**src/uart_bg_defines.svh**
```systemverilog
`ifndef UART_BG_DEFINES_SVH
`define UART_BG_DEFINES_SVH

// Register indices on the 3-bit register port
`define ADDR_DIV_LOW 3'h0
`define ADDR_DIV_HIGH 3'h1
`define ADDR_MODEM_CTRL 3'h2
`define ADDR_FRACTION 3'h3
`define ADDR_LINE_STAT 3'h4
`define ADDR_MODEM_STAT 3'h5
`define ADDR_DATA 3'h6

// Modem control register fields
`define MC_DTR_BIT 0
`define MC_RTS_BIT 1
`define MC_USER1_BIT 2
`define MC_USER2_BIT 3
`define MC_LOOP_BIT 4
`define MC_PRESCALE_BIT 7

// Line status fields
`define LSR_RX_READY_BIT 0
`define LSR_OVERRUN_BIT 1
`define LSR_THR_EMPTY_BIT 5
`define LSR_TX_IDLE_BIT 6

// Modem status fields
`define MSR_CTS_BIT 4
`define MSR_DSR_BIT 5
`define MSR_RI_BIT 6
`define MSR_CD_BIT 7

// Reset values
`define DIV_LOW_RST 8'h01
`define DIV_HIGH_RST 8'h00
`define MODEM_CTRL_RST 8'h00
`define FRACTION_RST 4'h0

// Timing counts in sampling ticks and input clocks
`define TICKS_LAST 4'hf
`define TICKS_HALF 4'h7
`define BITS_LAST 3'h7
`define PRESCALE4_LAST 2'h3

`endif

```
**src/uart_bg_pkg.sv**
```systemverilog
`default_nettype none
package uart_bg_pkg;
	typedef enum logic [1:0] {TX_IDLE, TX_START, TX_DATA, TX_STOP} tx_state_e;
	typedef enum logic [1:0] {RX_IDLE, RX_START, RX_DATA, RX_STOP} rx_state_e;
	typedef logic [7:0] byte_t;
	typedef logic [2:0] reg_addr_t;
endpackage
`default_nettype wire

```
**src/uart_baud_loopback.sv**
```systemverilog
// Behaviour
// - Integer divisor programmable from one to 65535.
// - Fraction extends divisor: rational divisor is N plus M over sixteen.
// - Fraction is four bits, bits 3..0; zero means plain integer division.
// - Divisor split into high byte and low byte registers.
// - Modem control bit seven selects prescale of one or four.
// - Bit rate is clock over prescale times sixteen times divisor.
// - Transmitter and receiver share one baud generator.
// - Generator works with input clock up to 80 MHz.
// - Generator clock from crystal oscillator or external clock pin.
// - Low four modem control bits drive looped modem values.
// - Loopback joins transmit output to receive input internally.
// - Loopback feeds CTS, DSR, CD, RI from RTS, DTR, user outputs two, one.
// - Host writes test bytes, receiver returns them in receive holding register.
// - Interrupt output tri-stated during loopback; host polls status.
`timescale 1ns/1ps
`default_nettype none
`include "uart_bg_defines.svh"

module uart_baud_loopback
	import uart_bg_pkg::*;
(
	input wire logic core_clk,
	input wire logic sys_rst,
	input wire logic [2:0] regAddr,
	input wire logic [7:0] regWdata,
	input wire logic regWr,
	input wire logic regRd,
	output logic [7:0] regRdata,
	input wire logic rxPin,
	output logic txPin,
	input wire logic ctsPinN,
	input wire logic dsrPinN,
	input wire logic cdPinN,
	input wire logic riPinN,
	output logic rtsPinN,
	output logic dtrPinN,
	output logic userOutOneN,
	output logic userOutTwoN,
	input wire logic intRequest,
	output logic intPinOut,
	output logic intPinOeN
);
	function automatic logic regHit(input reg_addr_t addr, input reg_addr_t idx);
		regHit = (addr == idx);
	endfunction

	// Register file
	byte_t divLow_reg;
	byte_t divHigh_reg;
	byte_t modemCtrl_reg;
	logic [3:0] fraction_reg;
	byte_t rdata_reg;

	wire logic wrDivLow = regWr & regHit(regAddr, `ADDR_DIV_LOW);
	wire logic wrDivHigh = regWr & regHit(regAddr, `ADDR_DIV_HIGH);
	wire logic wrModem = regWr & regHit(regAddr, `ADDR_MODEM_CTRL);
	wire logic wrFraction = regWr & regHit(regAddr, `ADDR_FRACTION);
	wire logic wrData = regWr & regHit(regAddr, `ADDR_DATA);
	wire logic rdData = regRd & regHit(regAddr, `ADDR_DATA);
	wire logic rdLineStat = regRd & regHit(regAddr, `ADDR_LINE_STAT);

	wire logic loopMode = modemCtrl_reg[`MC_LOOP_BIT];
	wire logic dtrCtl = modemCtrl_reg[`MC_DTR_BIT];
	wire logic rtsCtl = modemCtrl_reg[`MC_RTS_BIT];
	wire logic user1Ctl = modemCtrl_reg[`MC_USER1_BIT];
	wire logic user2Ctl = modemCtrl_reg[`MC_USER2_BIT];

	always_ff @(posedge core_clk) begin
		if (sys_rst) begin
			divLow_reg <= `DIV_LOW_RST;
			divHigh_reg <= `DIV_HIGH_RST;
			modemCtrl_reg <= `MODEM_CTRL_RST;
			fraction_reg <= `FRACTION_RST;
		end else begin
			if (wrDivLow) divLow_reg <= regWdata;
			if (wrDivHigh) divHigh_reg <= regWdata;
			if (wrModem) modemCtrl_reg <= regWdata;
			if (wrFraction) fraction_reg <= regWdata[3:0];
		end
	end

	// Pin input filter: three stages, change accepted when stages two and three agree
	localparam int NPIN = 5;
	wire logic [NPIN-1:0] pinRaw = {riPinN, cdPinN, dsrPinN, ctsPinN, rxPin};
	logic [NPIN-1:0] pinFilt;
	genvar gi;
	generate
		for (gi = 0; gi < NPIN; gi++) begin : g_sync
			logic s1_reg;
			logic s2_reg;
			logic s3_reg;
			logic filt_reg;
			always_ff @(posedge core_clk) begin
				if (sys_rst) begin
					s1_reg <= 1'b1;
					s2_reg <= 1'b1;
					s3_reg <= 1'b1;
					filt_reg <= 1'b1;
				end else begin
					s1_reg <= pinRaw[gi];
					s2_reg <= s1_reg;
					s3_reg <= s2_reg;
					if (s2_reg == s3_reg) filt_reg <= s3_reg;
				end
			end
			assign pinFilt[gi] = filt_reg;
		end
	endgenerate

	// Shared sampling tick for both directions
	logic sampleTick;
	uart_baud_gen u_gen (
		.core_clk(core_clk),
		.sys_rst(sys_rst),
		.prescaleFour(modemCtrl_reg[`MC_PRESCALE_BIT]),
		.divisor({divHigh_reg, divLow_reg}),
		.fraction(fraction_reg),
		.sampleTick(sampleTick)
	);

	// Transmitter, 8 data bits, no parity, one stop bit
	tx_state_e txState_reg;
	byte_t txHold_reg;
	byte_t txShift_reg;
	logic txHoldFull_reg;
	logic [3:0] txSub_reg;
	logic [2:0] txBit_reg;

	wire logic txTake = sampleTick & (txState_reg == TX_IDLE) & txHoldFull_reg;
	// A write in the cycle of a transfer keeps the holding register full
	wire logic txHoldFull_next = wrData | (txHoldFull_reg & ~txTake);
	wire logic txSubEnd = (txSub_reg == `TICKS_LAST);
	wire logic txLine = (txState_reg == TX_START) ? 1'b0 :
		(txState_reg == TX_DATA) ? txShift_reg[0] : 1'b1;

	always_ff @(posedge core_clk) begin
		if (sys_rst) begin
			txHold_reg <= 8'h00;
			txHoldFull_reg <= 1'b0;
		end else begin
			if (wrData) txHold_reg <= regWdata;
			txHoldFull_reg <= txHoldFull_next;
		end
	end

	always_ff @(posedge core_clk) begin
		if (sys_rst) begin
			txState_reg <= TX_IDLE;
			txShift_reg <= 8'h00;
			txSub_reg <= 4'h0;
			txBit_reg <= 3'h0;
		end else if (sampleTick) begin
			txSub_reg <= txSub_reg + 4'h1;
			unique case (txState_reg)
				TX_IDLE: begin
					txSub_reg <= 4'h0;
					if (txHoldFull_reg) begin
						txShift_reg <= txHold_reg;
						txState_reg <= TX_START;
					end
				end
				TX_START: begin
					if (txSubEnd) begin
						txBit_reg <= 3'h0;
						txState_reg <= TX_DATA;
					end
				end
				TX_DATA: begin
					if (txSubEnd) begin
						txShift_reg <= {1'b0, txShift_reg[7:1]};
						txBit_reg <= txBit_reg + 3'h1;
						if (txBit_reg == `BITS_LAST) txState_reg <= TX_STOP;
					end
				end
				TX_STOP: begin
					if (txSubEnd) txState_reg <= TX_IDLE;
				end
			endcase
		end
	end

	// Receive path selection: loopback takes the transmitter line directly
	wire logic rxLine = loopMode ? txLine : pinFilt[0];

	// Receiver, samples mid-bit on the sampling tick
	rx_state_e rxState_reg;
	byte_t rxShift_reg;
	byte_t rxHold_reg;
	logic [3:0] rxSub_reg;
	logic [2:0] rxBit_reg;
	logic rxDone_reg;
	logic rxReady_reg;
	logic overrun_reg;

	// Set wins over the clear by a read in the same cycle
	wire logic rxReady_next = rxDone_reg | (rxReady_reg & ~rdData);
	wire logic overrun_next = (rxDone_reg & rxReady_reg & ~rdData) | (overrun_reg & ~rdLineStat);

	always_ff @(posedge core_clk) begin
		if (sys_rst) begin
			rxState_reg <= RX_IDLE;
			rxShift_reg <= 8'h00;
			rxSub_reg <= 4'h0;
			rxBit_reg <= 3'h0;
			rxDone_reg <= 1'b0;
		end else begin
			rxDone_reg <= 1'b0;
			if (sampleTick) begin
				rxSub_reg <= rxSub_reg + 4'h1;
				unique case (rxState_reg)
					RX_IDLE: begin
						rxSub_reg <= 4'h0;
						if (!rxLine) rxState_reg <= RX_START;
					end
					RX_START: begin
						// Glitch shorter than half a bit returns to idle
						if (rxSub_reg == `TICKS_HALF) begin
							rxSub_reg <= 4'h0;
							rxBit_reg <= 3'h0;
							rxState_reg <= rxLine ? RX_IDLE : RX_DATA;
						end
					end
					RX_DATA: begin
						if (rxSub_reg == `TICKS_LAST) begin
							rxShift_reg <= {rxLine, rxShift_reg[7:1]};
							rxBit_reg <= rxBit_reg + 3'h1;
							if (rxBit_reg == `BITS_LAST) rxState_reg <= RX_STOP;
						end
					end
					RX_STOP: begin
						// Bad stop bit drops the byte
						if (rxSub_reg == `TICKS_LAST) begin
							rxDone_reg <= rxLine;
							rxState_reg <= RX_IDLE;
						end
					end
				endcase
			end
		end
	end

	always_ff @(posedge core_clk) begin
		if (sys_rst) begin
			rxHold_reg <= 8'h00;
			rxReady_reg <= 1'b0;
			overrun_reg <= 1'b0;
		end else begin
			if (rxDone_reg) rxHold_reg <= rxShift_reg;
			rxReady_reg <= rxReady_next;
			overrun_reg <= overrun_next;
		end
	end

	// Modem inputs, active high inside; loopback routes control bits back
	wire logic ctsIn = loopMode ? rtsCtl : ~pinFilt[1];
	wire logic dsrIn = loopMode ? dtrCtl : ~pinFilt[2];
	wire logic cdIn = loopMode ? user2Ctl : ~pinFilt[3];
	wire logic riIn = loopMode ? user1Ctl : ~pinFilt[4];

	// Status and read mux
	wire logic txIdle = (txState_reg == TX_IDLE) & ~txHoldFull_reg;
	wire byte_t lineStat = {1'b0, txIdle, ~txHoldFull_reg, 3'h0, overrun_reg, rxReady_reg};
	wire byte_t modemStat = {cdIn, riIn, dsrIn, ctsIn, 4'h0};
	wire byte_t readMux =
		regHit(regAddr, `ADDR_DIV_LOW) ? divLow_reg :
		regHit(regAddr, `ADDR_DIV_HIGH) ? divHigh_reg :
		regHit(regAddr, `ADDR_MODEM_CTRL) ? modemCtrl_reg :
		regHit(regAddr, `ADDR_FRACTION) ? {4'h0, fraction_reg} :
		regHit(regAddr, `ADDR_LINE_STAT) ? lineStat :
		regHit(regAddr, `ADDR_MODEM_STAT) ? modemStat :
		regHit(regAddr, `ADDR_DATA) ? rxHold_reg : 8'h00;

	always_ff @(posedge core_clk) begin
		if (sys_rst) rdata_reg <= 8'h00;
		else rdata_reg <= regRd ? readMux : 8'h00;
	end

	// Output pins registered; loopback parks serial and modem outputs at idle levels and disables the interrupt driver
	logic txPin_reg;
	logic rtsN_reg;
	logic dtrN_reg;
	logic user1N_reg;
	logic user2N_reg;
	logic intOut_reg;
	logic intOeN_reg;

	always_ff @(posedge core_clk) begin
		if (sys_rst) begin
			txPin_reg <= 1'b1;
			rtsN_reg <= 1'b1;
			dtrN_reg <= 1'b1;
			user1N_reg <= 1'b1;
			user2N_reg <= 1'b1;
			intOut_reg <= 1'b0;
			intOeN_reg <= 1'b0;
		end else begin
			txPin_reg <= loopMode | txLine;
			rtsN_reg <= loopMode | ~rtsCtl;
			dtrN_reg <= loopMode | ~dtrCtl;
			user1N_reg <= loopMode | ~user1Ctl;
			user2N_reg <= loopMode | ~user2Ctl;
			intOut_reg <= intRequest;
			intOeN_reg <= loopMode;
		end
	end

	assign regRdata = rdata_reg;
	assign txPin = txPin_reg;
	assign rtsPinN = rtsN_reg;
	assign dtrPinN = dtrN_reg;
	assign userOutOneN = user1N_reg;
	assign userOutTwoN = user2N_reg;
	assign intPinOut = intOut_reg;
	assign intPinOeN = intOeN_reg;
endmodule // uart_baud_loopback

`default_nettype wire

```
**src/uart_baud_gen.sv**
```systemverilog
`timescale 1ns/1ps
`default_nettype none
`include "uart_bg_defines.svh"

module uart_baud_gen
	import uart_bg_pkg::*;
(
	input wire logic core_clk,
	input wire logic sys_rst,
	input wire logic prescaleFour,
	input wire logic [15:0] divisor,
	input wire logic [3:0] fraction,
	output logic sampleTick
);
	logic [1:0] preCnt_reg;
	logic [15:0] divCnt_reg;
	logic [3:0] phase_reg;
	logic extraDone_reg;
	logic sampleTick_reg;

	// Divide by one or by four ahead of the divisor
	wire logic preTick = prescaleFour ? (preCnt_reg == `PRESCALE4_LAST) : 1'b1;
	// Divisor zero is treated as one so the generator never stalls
	wire logic [15:0] divLoad = (divisor == 16'h0000) ? 16'h0000 : divisor - 16'h0001;
	// Fraction M stretches M of every 16 sampling periods by one prescaled clock
	wire logic stretch = (phase_reg < fraction);
	wire logic atZero = (divCnt_reg == 16'h0000);
	wire logic fire = preTick & atZero & (~stretch | extraDone_reg);

	always_ff @(posedge core_clk) begin
		if (sys_rst) begin
			preCnt_reg <= 2'h0;
			divCnt_reg <= 16'h0000;
			phase_reg <= 4'h0;
			extraDone_reg <= 1'b0;
			sampleTick_reg <= 1'b0;
		end else begin
			preCnt_reg <= prescaleFour ? preCnt_reg + 2'h1 : 2'h0;
			sampleTick_reg <= fire;
			if (fire) begin
				divCnt_reg <= divLoad;
				phase_reg <= phase_reg + 4'h1;
				extraDone_reg <= 1'b0;
			end else if (preTick & atZero) begin
				extraDone_reg <= 1'b1;
			end else if (preTick) begin
				divCnt_reg <= divCnt_reg - 16'h0001;
			end
		end
	end

	assign sampleTick = sampleTick_reg;
endmodule // uart_baud_gen

`default_nettype wire

```
**config.mk**
```make
export PLATFORM = sky130hd
export DESIGN_NAME = uart_baud_loopback
export DESIGN_NICKNAME = d
export VERILOG_FILES = /design/src/uart_bg_pkg.sv /design/src/uart_baud_loopback.sv /design/src/uart_baud_gen.sv
export VERILOG_INCLUDE_DIRS = /design/src /design/src/src
export SDC_FILE = /design/constraint.sdc
export NUM_CORES = 1
export LEC_CHECK = 0
export ABC_AREA = 1
export BUFFER_PORTS_ARGS = -buffer_cell sky130_fd_sc_hd__buf_2
export CORE_MARGIN = 4
export CORE_UTILIZATION = 46
export CTS_CLUSTER_SIZE = 28
export DETAILED_ROUTE_END_ITERATION = 12
export PLACE_DENSITY = 0.67
export SLEW_MARGIN = 20
export SYNTH_ARGS = -nofsm -noshare
export SYNTH_HDL_FRONTEND = slang
export SYNTH_SLANG_ARGS = --single-unit
```
**constraint.sdc**
```tcl
create_clock -name core_clk -period 2.07 [get_ports core_clk]
set_input_delay 0.414 -clock core_clk [delete_from_list [all_inputs] [get_ports core_clk]]
set_output_delay 0.414 -clock core_clk [all_outputs]
set_load 0.005 [all_outputs]
```
==> results of run 1 <==
-- routing by layer --
| layer | wire [um] | up-vias | track usage, % |
|---|---|---|---|
| met2 | 7830 | 148 | 34.5 |
| met3 | 846 | 26 | 4.88 |
| met5 | 0 | - | 0 |
| li1 | - | 3120 | - |
| met4 | 297 | 0 | 6.74 |
| met1 | 7590 | 2786 | 27.1 |
-- cell families (layout without fill, tap and decap cells) --
logic type	count (synthesis)	count (layout)
AOI/OAI and AO/OA	190	190
xor gates and xnor gates	15	15
adders and majority gates	18	18
buffers and inverters	124	181
DFF	141	141
and+or+nand+nor	445	445
-- report_power, final --
group / switching, uW / internal [uW]
logic: 1160 / 654
registers: 169 / 2890
clock network: 1470 / 1650
-- Yosys cell counts, types with 2 or more instances --
library cell / count
o22ai_1: 2
a21oi_1: 70
o21ai_1: 5
buf_6: 3
nor2_2: 9
nand4_1: 4
nand3b_1: 2
o21a_1: 3
a31oi_1: 11
xor2_1: 13
inv_1: 89
nor3_1: 8
dfxtp_1: 141
a21oi_2: 4
nand2_2: 5
and3_1: 3
nand2_4: 2
ha_1: 18
buf_2: 4
nand2_1: 196
clkbuf_1: 15
o211ai_1: 3
buf_4: 2
nand3_2: 2
inv_2: 8
clkinv_1: 2
nor2_4: 3
o21ai_0: 85
nor2_1: 126
or2_2: 19
xnor2_1: 2
nand3_1: 63
a41oi_1: 2
-- how the worst max path moves through the flow --
| stage | start | end | slack, ns | depth (start not counted) |
|---|---|---|---|---|
| after floorplan | txState_reg[0] | txState_reg[1] | 0.48 | 9 |
| after global placement | regAddr[2] | regRdata[3] | 0.25 | 9 |
| after detailed placement | regAddr[2] | regRdata[3] | 0.25 | 9 |
| after CTS | fraction_reg[3] | u_gen.divCnt_reg[5] | 0.27 | 8 |
| after global routing | rxSub_reg[0] | rxBit_reg[0] | 0.10 | 9 |
| final | fraction_reg[3] | u_gen.divCnt_reg[5] | 0.25 | 8 |
-- layout make-up --
cell class | count | area [um^2] | share of cell area, %
clock buffer | 17 | 425 | 5.57
clock inverter | 15 | 188 | 2.46
inverter | 99 | 372 | 4.87
multi-input combinational | 668 | 3320 | 43.4
sequential | 141 | 2820 | 37.0
tap | 180 | 225 | 2.95
timing repair buffer | 50 | 288 | 3.77
-- through the flow --
stage | total power [uW] | cell area (um^2) | utilization, %
global route | 8460 | 7640 | 54.4
finish | 7990 | 7640 | 54.4
floorplan | 4550 | 6660 | -
CTS | 8020 | 7640 | 54.4
global placement | 4890 | 7020 | 50.0
detailed placement | 4900 | 7020 | 50.0
-- worst max-delay path: cells and delay by family, from the launching register on --
kind	cells	cell delay, ns
DFF	1	0.31
adders and majority gates	1	0.32
buffers and inverters	1	0.06
and+or+nand+nor	4	0.62
AOI/OAI and AO/OA	2	0.41
==> results.sh, run 1 <==
export IMPL_setup_tns_final_ns=0
export IMPL_dr_pass1_iters=6
export IMPL_power_per_cell_area_nw_per_um2=1050
export IMPL_synth_cell_type_count=42
export IMPL_vias=6080
export IMPL_setup_viol=0
export IMPL_timing_rr_start="fraction_reg[3]"
export IMPL_synth_edf_count=0
export IMPL_grt_first_pass_wirelength_um=27400
export IMPL_syn_avg_cell_area_um2=7.13
export IMPL_die_area_um2=16500
export IMPL_antenna_found_initial=0
export IMPL_ys_warn_count=0
export IMPL_netlist_top_cells_area="dfxtp_1 (42%), nand2_1 (11%), nor2_1 (7.1%)"
export IMPL_min_from="cdPinN"
export IMPL_clkTransAtPathRegs_ns=0.07
export IMPL_port_buffers=35
export IMPL_final_cell_mix="nand2_1 (196), dfxtp_1 (141), nor2_1 (126), inv_1 (89), o21ai_0 (85)"
export IMPL_dieWidth_um=128
export IMPL_core_rowCount=43
export IMPL_rsz0062_at_grt="no"
export IMPL_drt_wl_total_um=16600
export IMPL_end_kind="flip-flop"
export IMPL_critPathMaxFanout=18
export IMPL_crit_chain="inv_1, ha_1, a21oi_1, nand3_4, nand2_4, nand2_1, o21ai_0, nor2_1"
export IMPL_cts_hold_buf=0
export IMPL_clock_root_buffer="clkbuf_16"
export IMPL_hp_class="input port to flip-flop"
export IMPL_whs_path_depth=2
export IMPL_synth_flop_cell="dfxtp_1"
export IMPL_die_h_um=128
export IMPL_final_common_cell="nand2_1"
export IMPL_crit_type="flip-flop to flip-flop"
export IMPL_crit_path_start_kind="flip-flop"
export IMPL_synth_fa_ha_area_share_pct=3.38
export IMPL_antennaDiodeCount=0
export IMPL_synth_top_area_share_pct=42.4
export IMPL_ant_nets=0
export IMPL_finalCriticalPeriod_ns=1.82
export IMPL_slowest_delay_ns=0.32
export IMPL_track_usage_pct=20.9
export IMPL_holdWs_ns=0.156
export IMPL_crit_required_ns=2.39
export IMPL_core_area_um2=14000
export IMPL_drc_errors=0
export IMPL_min_to="g_sync[3].s1_reg"
export IMPL_grt_pass1_vias=5606
export IMPL_crit_slowest_cell="ha_1"
export IMPL_vias_per_cell=5.20
export IMPL_synthXorXnorAreaFrac_pct=1.97
export IMPL_wl_per_cell_um=14.2
export IMPL_reg2reg_to="u_gen.divCnt_reg[5]"
export IMPL_status="finished, final reports clean"
export IMPL_synth_mux_area_fraction_pct=0
export IMPL_globalRouteOverflowTotal=0
export IMPL_max_freq_ghz=0.551
export IMPL_cts_tree="yes"
export IMPL_finalCritPeriodShare_pct=87.7
export IMPL_syn_instance_count=933
export IMPL_hpwlAfterDp_um=12100
export IMPL_finalHoldViolCount=0
export IMPL_drive_gt1_share_pct=13.7
export IMPL_numCtsBuffers=17
export IMPL_place_congestion=0.966
export IMPL_fillerInstances=1319
export IMPL_mappedNetlistNets=972
export IMPL_cts_buffer_depth=2
export IMPL_synth_top_family_by_area="simple AND/OR/NAND/NOR gates"
export IMPL_dp_cells=1138
export IMPL_syn_to_final_growth_pct=14.7
export IMPL_first_iter_violations=562
export IMPL_drv_cap=0
export IMPL_cts_setup_buffers=0
export IMPL_grt_max_degree=48
export IMPL_ff2ff_setup_slack_ns=0.25
export IMPL_yosysSeqAreaShare_pct=42.4
export IMPL_post_cts_resized=0
export IMPL_slew_violations=0
export IMPL_worst_pin_slew_ns=0.428
export IMPL_timing_slew_headroom_pct=71.2
export IMPL_io_pins=36
export IMPL_p_leak_uw=0.00345
export IMPL_worst_slack_ns=0.255
export IMPL_final_nets=1016
export IMPL_yosys_area_top_type="dfxtp_1"
export IMPL_start_util_pct=47.4
export IMPL_async_flop_share_pct=0
export IMPL_ys_ff_latch=141
export IMPL_syn_area_um2=6660
export IMPL_synth_compound_area_share_pct=15.3
export IMPL_stdcell_count=1170
export IMPL_cts_sinks=141
export IMPL_worst_r2r_path_depth=8
export IMPL_pre_cts_slack_ns=0.253
export IMPL_yosys_area_share_simple_pct=29.2
export IMPL_clock_latency_ns=0.43
export IMPL_largest_reg_flops=16
export IMPL_cp_arrival_ns=2.14
export IMPL_h_tree_depth=4
export IMPL_final_setup_skew_ns=0.00932
export IMPL_peakVddDrop_uv=591
No activity file was read; power rests on OpenSTA's default activity.
==> inputs of run 2 (changes only) <==
--- a/config.mk
+++ b/config.mk
@@ -12,6 +12,7 @@
 export CORE_UTILIZATION = 46
 export CTS_CLUSTER_SIZE = 28
 export DETAILED_ROUTE_END_ITERATION = 12
+export MAX_ROUTING_LAYER = met4
 export PLACE_DENSITY = 0.67
 export SLEW_MARGIN = 20
 export SYNTH_ARGS = -nofsm -noshare
==> run 2 against run 1 <==
Clock-buffer cell count is the same; sequential power barely moved; hold slack improved by 0.0011 ns; via count hardly changed; critical path type unchanged; critical endpoint unchanged.
==> results.sh, run 2 (synthesized netlist as in run 1, its figures left out) <==
export IMPL_cts_setup_buffers=0
export IMPL_grt_max_degree=48
export IMPL_largest_reg_flops=16
export IMPL_antenna_found_initial=0
export IMPL_crit_path_start_kind="flip-flop"
export IMPL_finalHoldViolCount=0
export IMPL_clock_root_buffer="clkbuf_16"
export IMPL_crit_slowest_cell="ha_1"
export IMPL_post_cts_resized=0
export IMPL_end_kind="flip-flop"
export IMPL_final_nets=1016
export IMPL_setup_tns_final_ns=0
export IMPL_p_leak_uw=0.00345
export IMPL_drc_errors=0
export IMPL_crit_chain="inv_1, ha_1, a21oi_1, nand3_4, nand2_4, nand2_1, o21ai_0, nor2_1"
export IMPL_dieWidth_um=128
export IMPL_drt_wl_total_um=16600
export IMPL_cts_buffer_depth=2
export IMPL_power_per_cell_area_nw_per_um2=1050
export IMPL_clock_latency_ns=0.43
export IMPL_drv_cap=0
export IMPL_io_pins=36
export IMPL_cts_sinks=141
export IMPL_grt_first_pass_wirelength_um=27300
export IMPL_peakVddDrop_uv=589
export IMPL_finalCriticalPeriod_ns=1.82
export IMPL_first_iter_violations=523
export IMPL_drive_gt1_share_pct=13.7
export IMPL_core_area_um2=14000
export IMPL_ant_nets=0
export IMPL_hp_class="input port to flip-flop"
export IMPL_start_util_pct=47.4
export IMPL_cts_hold_buf=0
export IMPL_rsz0062_at_grt="no"
export IMPL_max_freq_ghz=0.549
export IMPL_clkTransAtPathRegs_ns=0.07
export IMPL_track_usage_pct=21.5
export IMPL_place_area_um2=7020
export IMPL_final_setup_skew_ns=0.00918
export IMPL_cp_arrival_ns=2.14
export IMPL_finalCritPeriodShare_pct=87.9
export IMPL_core_rowCount=43
export IMPL_slew_violations=0
export IMPL_worst_pin_slew_ns=0.432
export IMPL_vias_per_cell=5.19
export IMPL_final_cell_mix="nand2_1 (196), dfxtp_1 (141), nor2_1 (126), inv_1 (89), o21ai_0 (85)"
export IMPL_h_tree_depth=4
export IMPL_die_area_um2=16500
export IMPL_grt_pass1_vias=5616
export IMPL_wl_per_cell_um=14.2
export IMPL_holdWs_ns=0.157
export IMPL_setup_viol=0
export IMPL_place_congestion=0.984
export IMPL_syn_to_final_growth_pct=14.7
export IMPL_dr_pass1_iters=5
export IMPL_final_common_cell="nand2_1"
export IMPL_status="finished, final reports clean"
export IMPL_timing_slew_headroom_pct=70.9
export IMPL_die_h_um=128
export IMPL_vias=6075
export IMPL_numCtsBuffers=17
export IMPL_critPathMaxFanout=18
export IMPL_design_area_um2=7640
export IMPL_utilization_pct=54.4
export IMPL_cts_tree="yes"
export IMPL_globalRouteOverflowTotal=0
export IMPL_slowest_delay_ns=0.32
export IMPL_antennaDiodeCount=0
export IMPL_port_buffers=35
export IMPL_crit_type="flip-flop to flip-flop"
export IMPL_crit_required_ns=2.39
export IMPL_hpwlAfterDp_um=12100
-- run 2: cell counts in the layout (fill, tap and decap cells not counted) --
No cell type changed its count.
-- run 2: where the power goes --
part | switching (uW) | internal, uW
Sequential | 167 | 2890
Combinational | 1160 | 654
Clock | 1470 | 1650
Total | 2790 | 5200
-- run 2: final cells by class --
cell class	count	area (um^2)
Clock buffer	17	425
Clock inverter	15	188
Fill cell	1319	6400
Inverter	99	372
Multi-Input combinational cell	668	3320
Sequential cell	141	2820
Tap cell	180	225
Timing Repair Buffer	50	288
-- run 2: critical path, delay by kind of cell, from the launching register on --
kind	cells	cell delay [ns]
adders and majority gates	1	0.32
buffers and inverters	1	0.06
and+or+nand+nor	4	0.61
AOI/OAI and AO/OA	2	0.41
DFF	1	0.31
-- run 2: path summary, 6_finish.rpt --
kind                                  startpoint                  end  slack [ns]  depth (start not counted)
worst max register to register   fraction_reg[3]  u_gen.divCnt_reg[5]        0.25                          8
worst min register to register  g_sync[4].s1_reg     g_sync[4].s2_reg        0.41                          1
worst min-delay path                      cdPinN     g_sync[3].s1_reg        0.16                          2
worst max-delay path             fraction_reg[3]  u_gen.divCnt_reg[5]        0.25                          8
-- run 2: layer usage --
metal  vias up  GRT usage (%)  part of all wire [%]
met1      2764           27.1                    46
met3        35           4.71                   5.0
li1       3123              -                     -
met2       153           34.3                    47
met5         -              -                     0
met4         0           7.05                   1.9
-- run 2: per-stage QoR --
stage | setup slack [ns] | std cells | total power (uW)
after floorplan | 0.480 | 933 | 4550
after global placement | 0.247 | 1138 | 4890
after detailed placement | 0.253 | 1138 | 4900
after CTS | 0.273 | 1170 | 8020
after global routing | 0.103 | 1170 | 8450
final | 0.250 | 1170 | 7990
==> inputs of run 3 (changes only) <==
--- a/config.mk
+++ b/config.mk
@@ -9,11 +9,11 @@
 export ABC_AREA = 1
 export BUFFER_PORTS_ARGS = -buffer_cell sky130_fd_sc_hd__buf_2
 export CORE_MARGIN = 4
-export CORE_UTILIZATION = 46
+export CORE_UTILIZATION = 55
 export CTS_CLUSTER_SIZE = 28
 export DETAILED_ROUTE_END_ITERATION = 12
 export MAX_ROUTING_LAYER = met4
-export PLACE_DENSITY = 0.67
+export PLACE_DENSITY = 0.77
 export SLEW_MARGIN = 20
 export SYNTH_ARGS = -nofsm -noshare
 export SYNTH_HDL_FRONTEND = slang
==> run 3 against run 2 <==
Setup slack got worse by 0.018 ns; combinational power about the same; sequential cell count unchanged; clock power decreased by 5%; hold slack improved by 0.0085 ns; via count decreased by 1.0%; register-to-register slack got worse by 0.02 ns; critical path depth increased by 1.
==> results.sh, run 3 (synthesized netlist as in run 1, its figures left out) <==
export IMPL_cts_buffer_depth=2
export IMPL_fillerInstances=1038
export IMPL_timing_rr_start="txState_reg[0]"
export IMPL_rsz0062_at_grt="no"
export IMPL_timing_slew_headroom_pct=68.1
export IMPL_die_area_um2=13900
export IMPL_seq_area_um2=2820
export IMPL_dieWidth_um=118
export IMPL_status="finished, final reports clean"
export IMPL_crit_required_ns=2.38
export IMPL_end_kind="flip-flop"
export IMPL_finalHoldViolCount=0
export IMPL_vias_per_cell=5.32
export IMPL_largest_reg_flops=16
export IMPL_h_tree_depth=4
export IMPL_min_from="rxPin"
export IMPL_final_nets=1013
export IMPL_start_util_pct=57.3
export IMPL_reg2reg_to="txShift_reg[1]"
export IMPL_min_to="g_sync[0].s1_reg"
export IMPL_worst_r2r_path_depth=9
export IMPL_grt_first_pass_wirelength_um=26600
export IMPL_wl_per_cell_um=14.0
export IMPL_whs_path_depth=2
export IMPL_pre_cts_slack_ns=0.213
export IMPL_clock_latency_ns=0.43
export IMPL_crit_path_start_kind="flip-flop"
export IMPL_antenna_found_initial=0
export IMPL_drv_cap=0
export IMPL_core_rowCount=39
export IMPL_worst_slack_ns=0.232
export IMPL_cts_hold_buf=0
export IMPL_cts_sinks=141
export IMPL_hpwlAfterDp_um=11600
export IMPL_ff2ff_setup_slack_ns=0.23
export IMPL_finalCritPeriodShare_pct=88.8
export IMPL_place_congestion=0.954
export IMPL_final_setup_skew_ns=0.0107
export IMPL_grt_pass1_vias=5554
export IMPL_setup_viol=0
export IMPL_globalRouteOverflowTotal=0
export IMPL_core_area_um2=11600
export IMPL_vias=6014
export IMPL_port_buffers=35
export IMPL_grt_max_degree=42
export IMPL_power_per_cell_area_nw_per_um2=1030
export IMPL_dr_pass1_iters=5
export IMPL_setup_tns_final_ns=0
export IMPL_final_cell_mix="nand2_1 (196), dfxtp_1 (141), nor2_1 (126), inv_1 (88), o21ai_0 (85)"
export IMPL_p_leak_uw=0.00342
export IMPL_utilization_pct=65.2
export IMPL_cts_tree="yes"
export IMPL_finalCriticalPeriod_ns=1.84
export IMPL_slew_violations=0
export IMPL_peakVddDrop_uv=694
export IMPL_syn_to_final_growth_pct=13.8
export IMPL_drive_gt1_share_pct=13.6
export IMPL_io_pins=36
export IMPL_hp_class="input port to flip-flop"
export IMPL_holdWs_ns=0.166
export IMPL_drc_errors=0
export IMPL_cp_arrival_ns=2.14
export IMPL_clkTransAtPathRegs_ns=0.07
export IMPL_critPathMaxFanout=12
export IMPL_crit_type="flip-flop to flip-flop"
export IMPL_first_iter_violations=435
export IMPL_track_usage_pct=24.0
export IMPL_worst_pin_slew_ns=0.473
export IMPL_die_h_um=118
export IMPL_ant_nets=0
export IMPL_multi_input_area_um2=3320
export IMPL_numCtsBuffers=17
export IMPL_final_common_cell="nand2_1"
export IMPL_max_freq_ghz=0.544
export IMPL_antennaDiodeCount=0
export IMPL_drt_wl_total_um=15800
export IMPL_clock_root_buffer="clkbuf_16"
run 3: worst max path at each step:
| stage | from | cells past startpoint | end | slack [ns] |
|---|---|---|---|---|
| floorplan | txState_reg[0] | 9 | txState_reg[1] | 0.48 |
| global placement | regAddr[2] | 9 | regRdata[3] | 0.20 |
| detailed placement | regAddr[2] | 9 | regRdata[3] | 0.21 |
| CTS | txState_reg[0] | 9 | txShift_reg[1] | 0.26 |
| global route | txState_reg[0] | 9 | txShift_reg[1] | 0.0006 |
| finish | txState_reg[0] | 9 | txShift_reg[1] | 0.23 |
run 3: power by group:
group | internal, uW | leakage [uW] | switching, uW
clock | 1630 | 0.000281 | 1330
combinational | 658 | 0.00199 | 1150
sequential | 2890 | 0.00115 | 164
total | 5180 | 0.00342 | 2640
run 3: repair_timing:
action	4_1_cts	5_1_grt
setup buffers	0	1
resized for setup	0	1
endpoints found under the setup margin	0	4
run 3: layout make-up:
type	count	share of cell area [%]
timing repair buffer	47	4.00
tap	143	2.36
multi-input combinational	668	43.8
sequential	141	37.3
inverter	99	4.95
clock buffer	18	5.80
clock inverter	14	1.85
run 3: per-stage QoR:
| step | cell area [um^2] | instances | power [uW] |
|---|---|---|---|
| after floorplan | 6660 | 933 | 4550 |
| after detailed placement | 6990 | 1097 | 4890 |
| after global placement | 6990 | 1097 | 4870 |
| after global routing | 7580 | 1130 | 8260 |
| after CTS | 7560 | 1129 | 7860 |
| final | 7580 | 1130 | 7830 |
run 3: worst max-delay path, stage by stage, from the launching register on:
cell	delay [ns]
dfxtp_1	0.36
inv_1	0.08
ha_1	0.27
buf_4	0.19
nor2_1	0.14
nor2_1	0.08
nand2_1	0.12
clkinvlp_4	0.19
o21ai_0	0.23
a31oi_1	0.07
run 3: layer usage:
metal / part of all wire [%] / GRT usage (%) / up-vias / routed length, um
met4: 1.9 / 7.77 / 0 / 303
li1: - / - / 3117 / -
met2: 48 / 39.2 / 161 / 7610
met3: 5.7 / 5.38 / 31 / 895
met1: 44 / 29.7 / 2705 / 6980
met5: 0 / - / - / 0
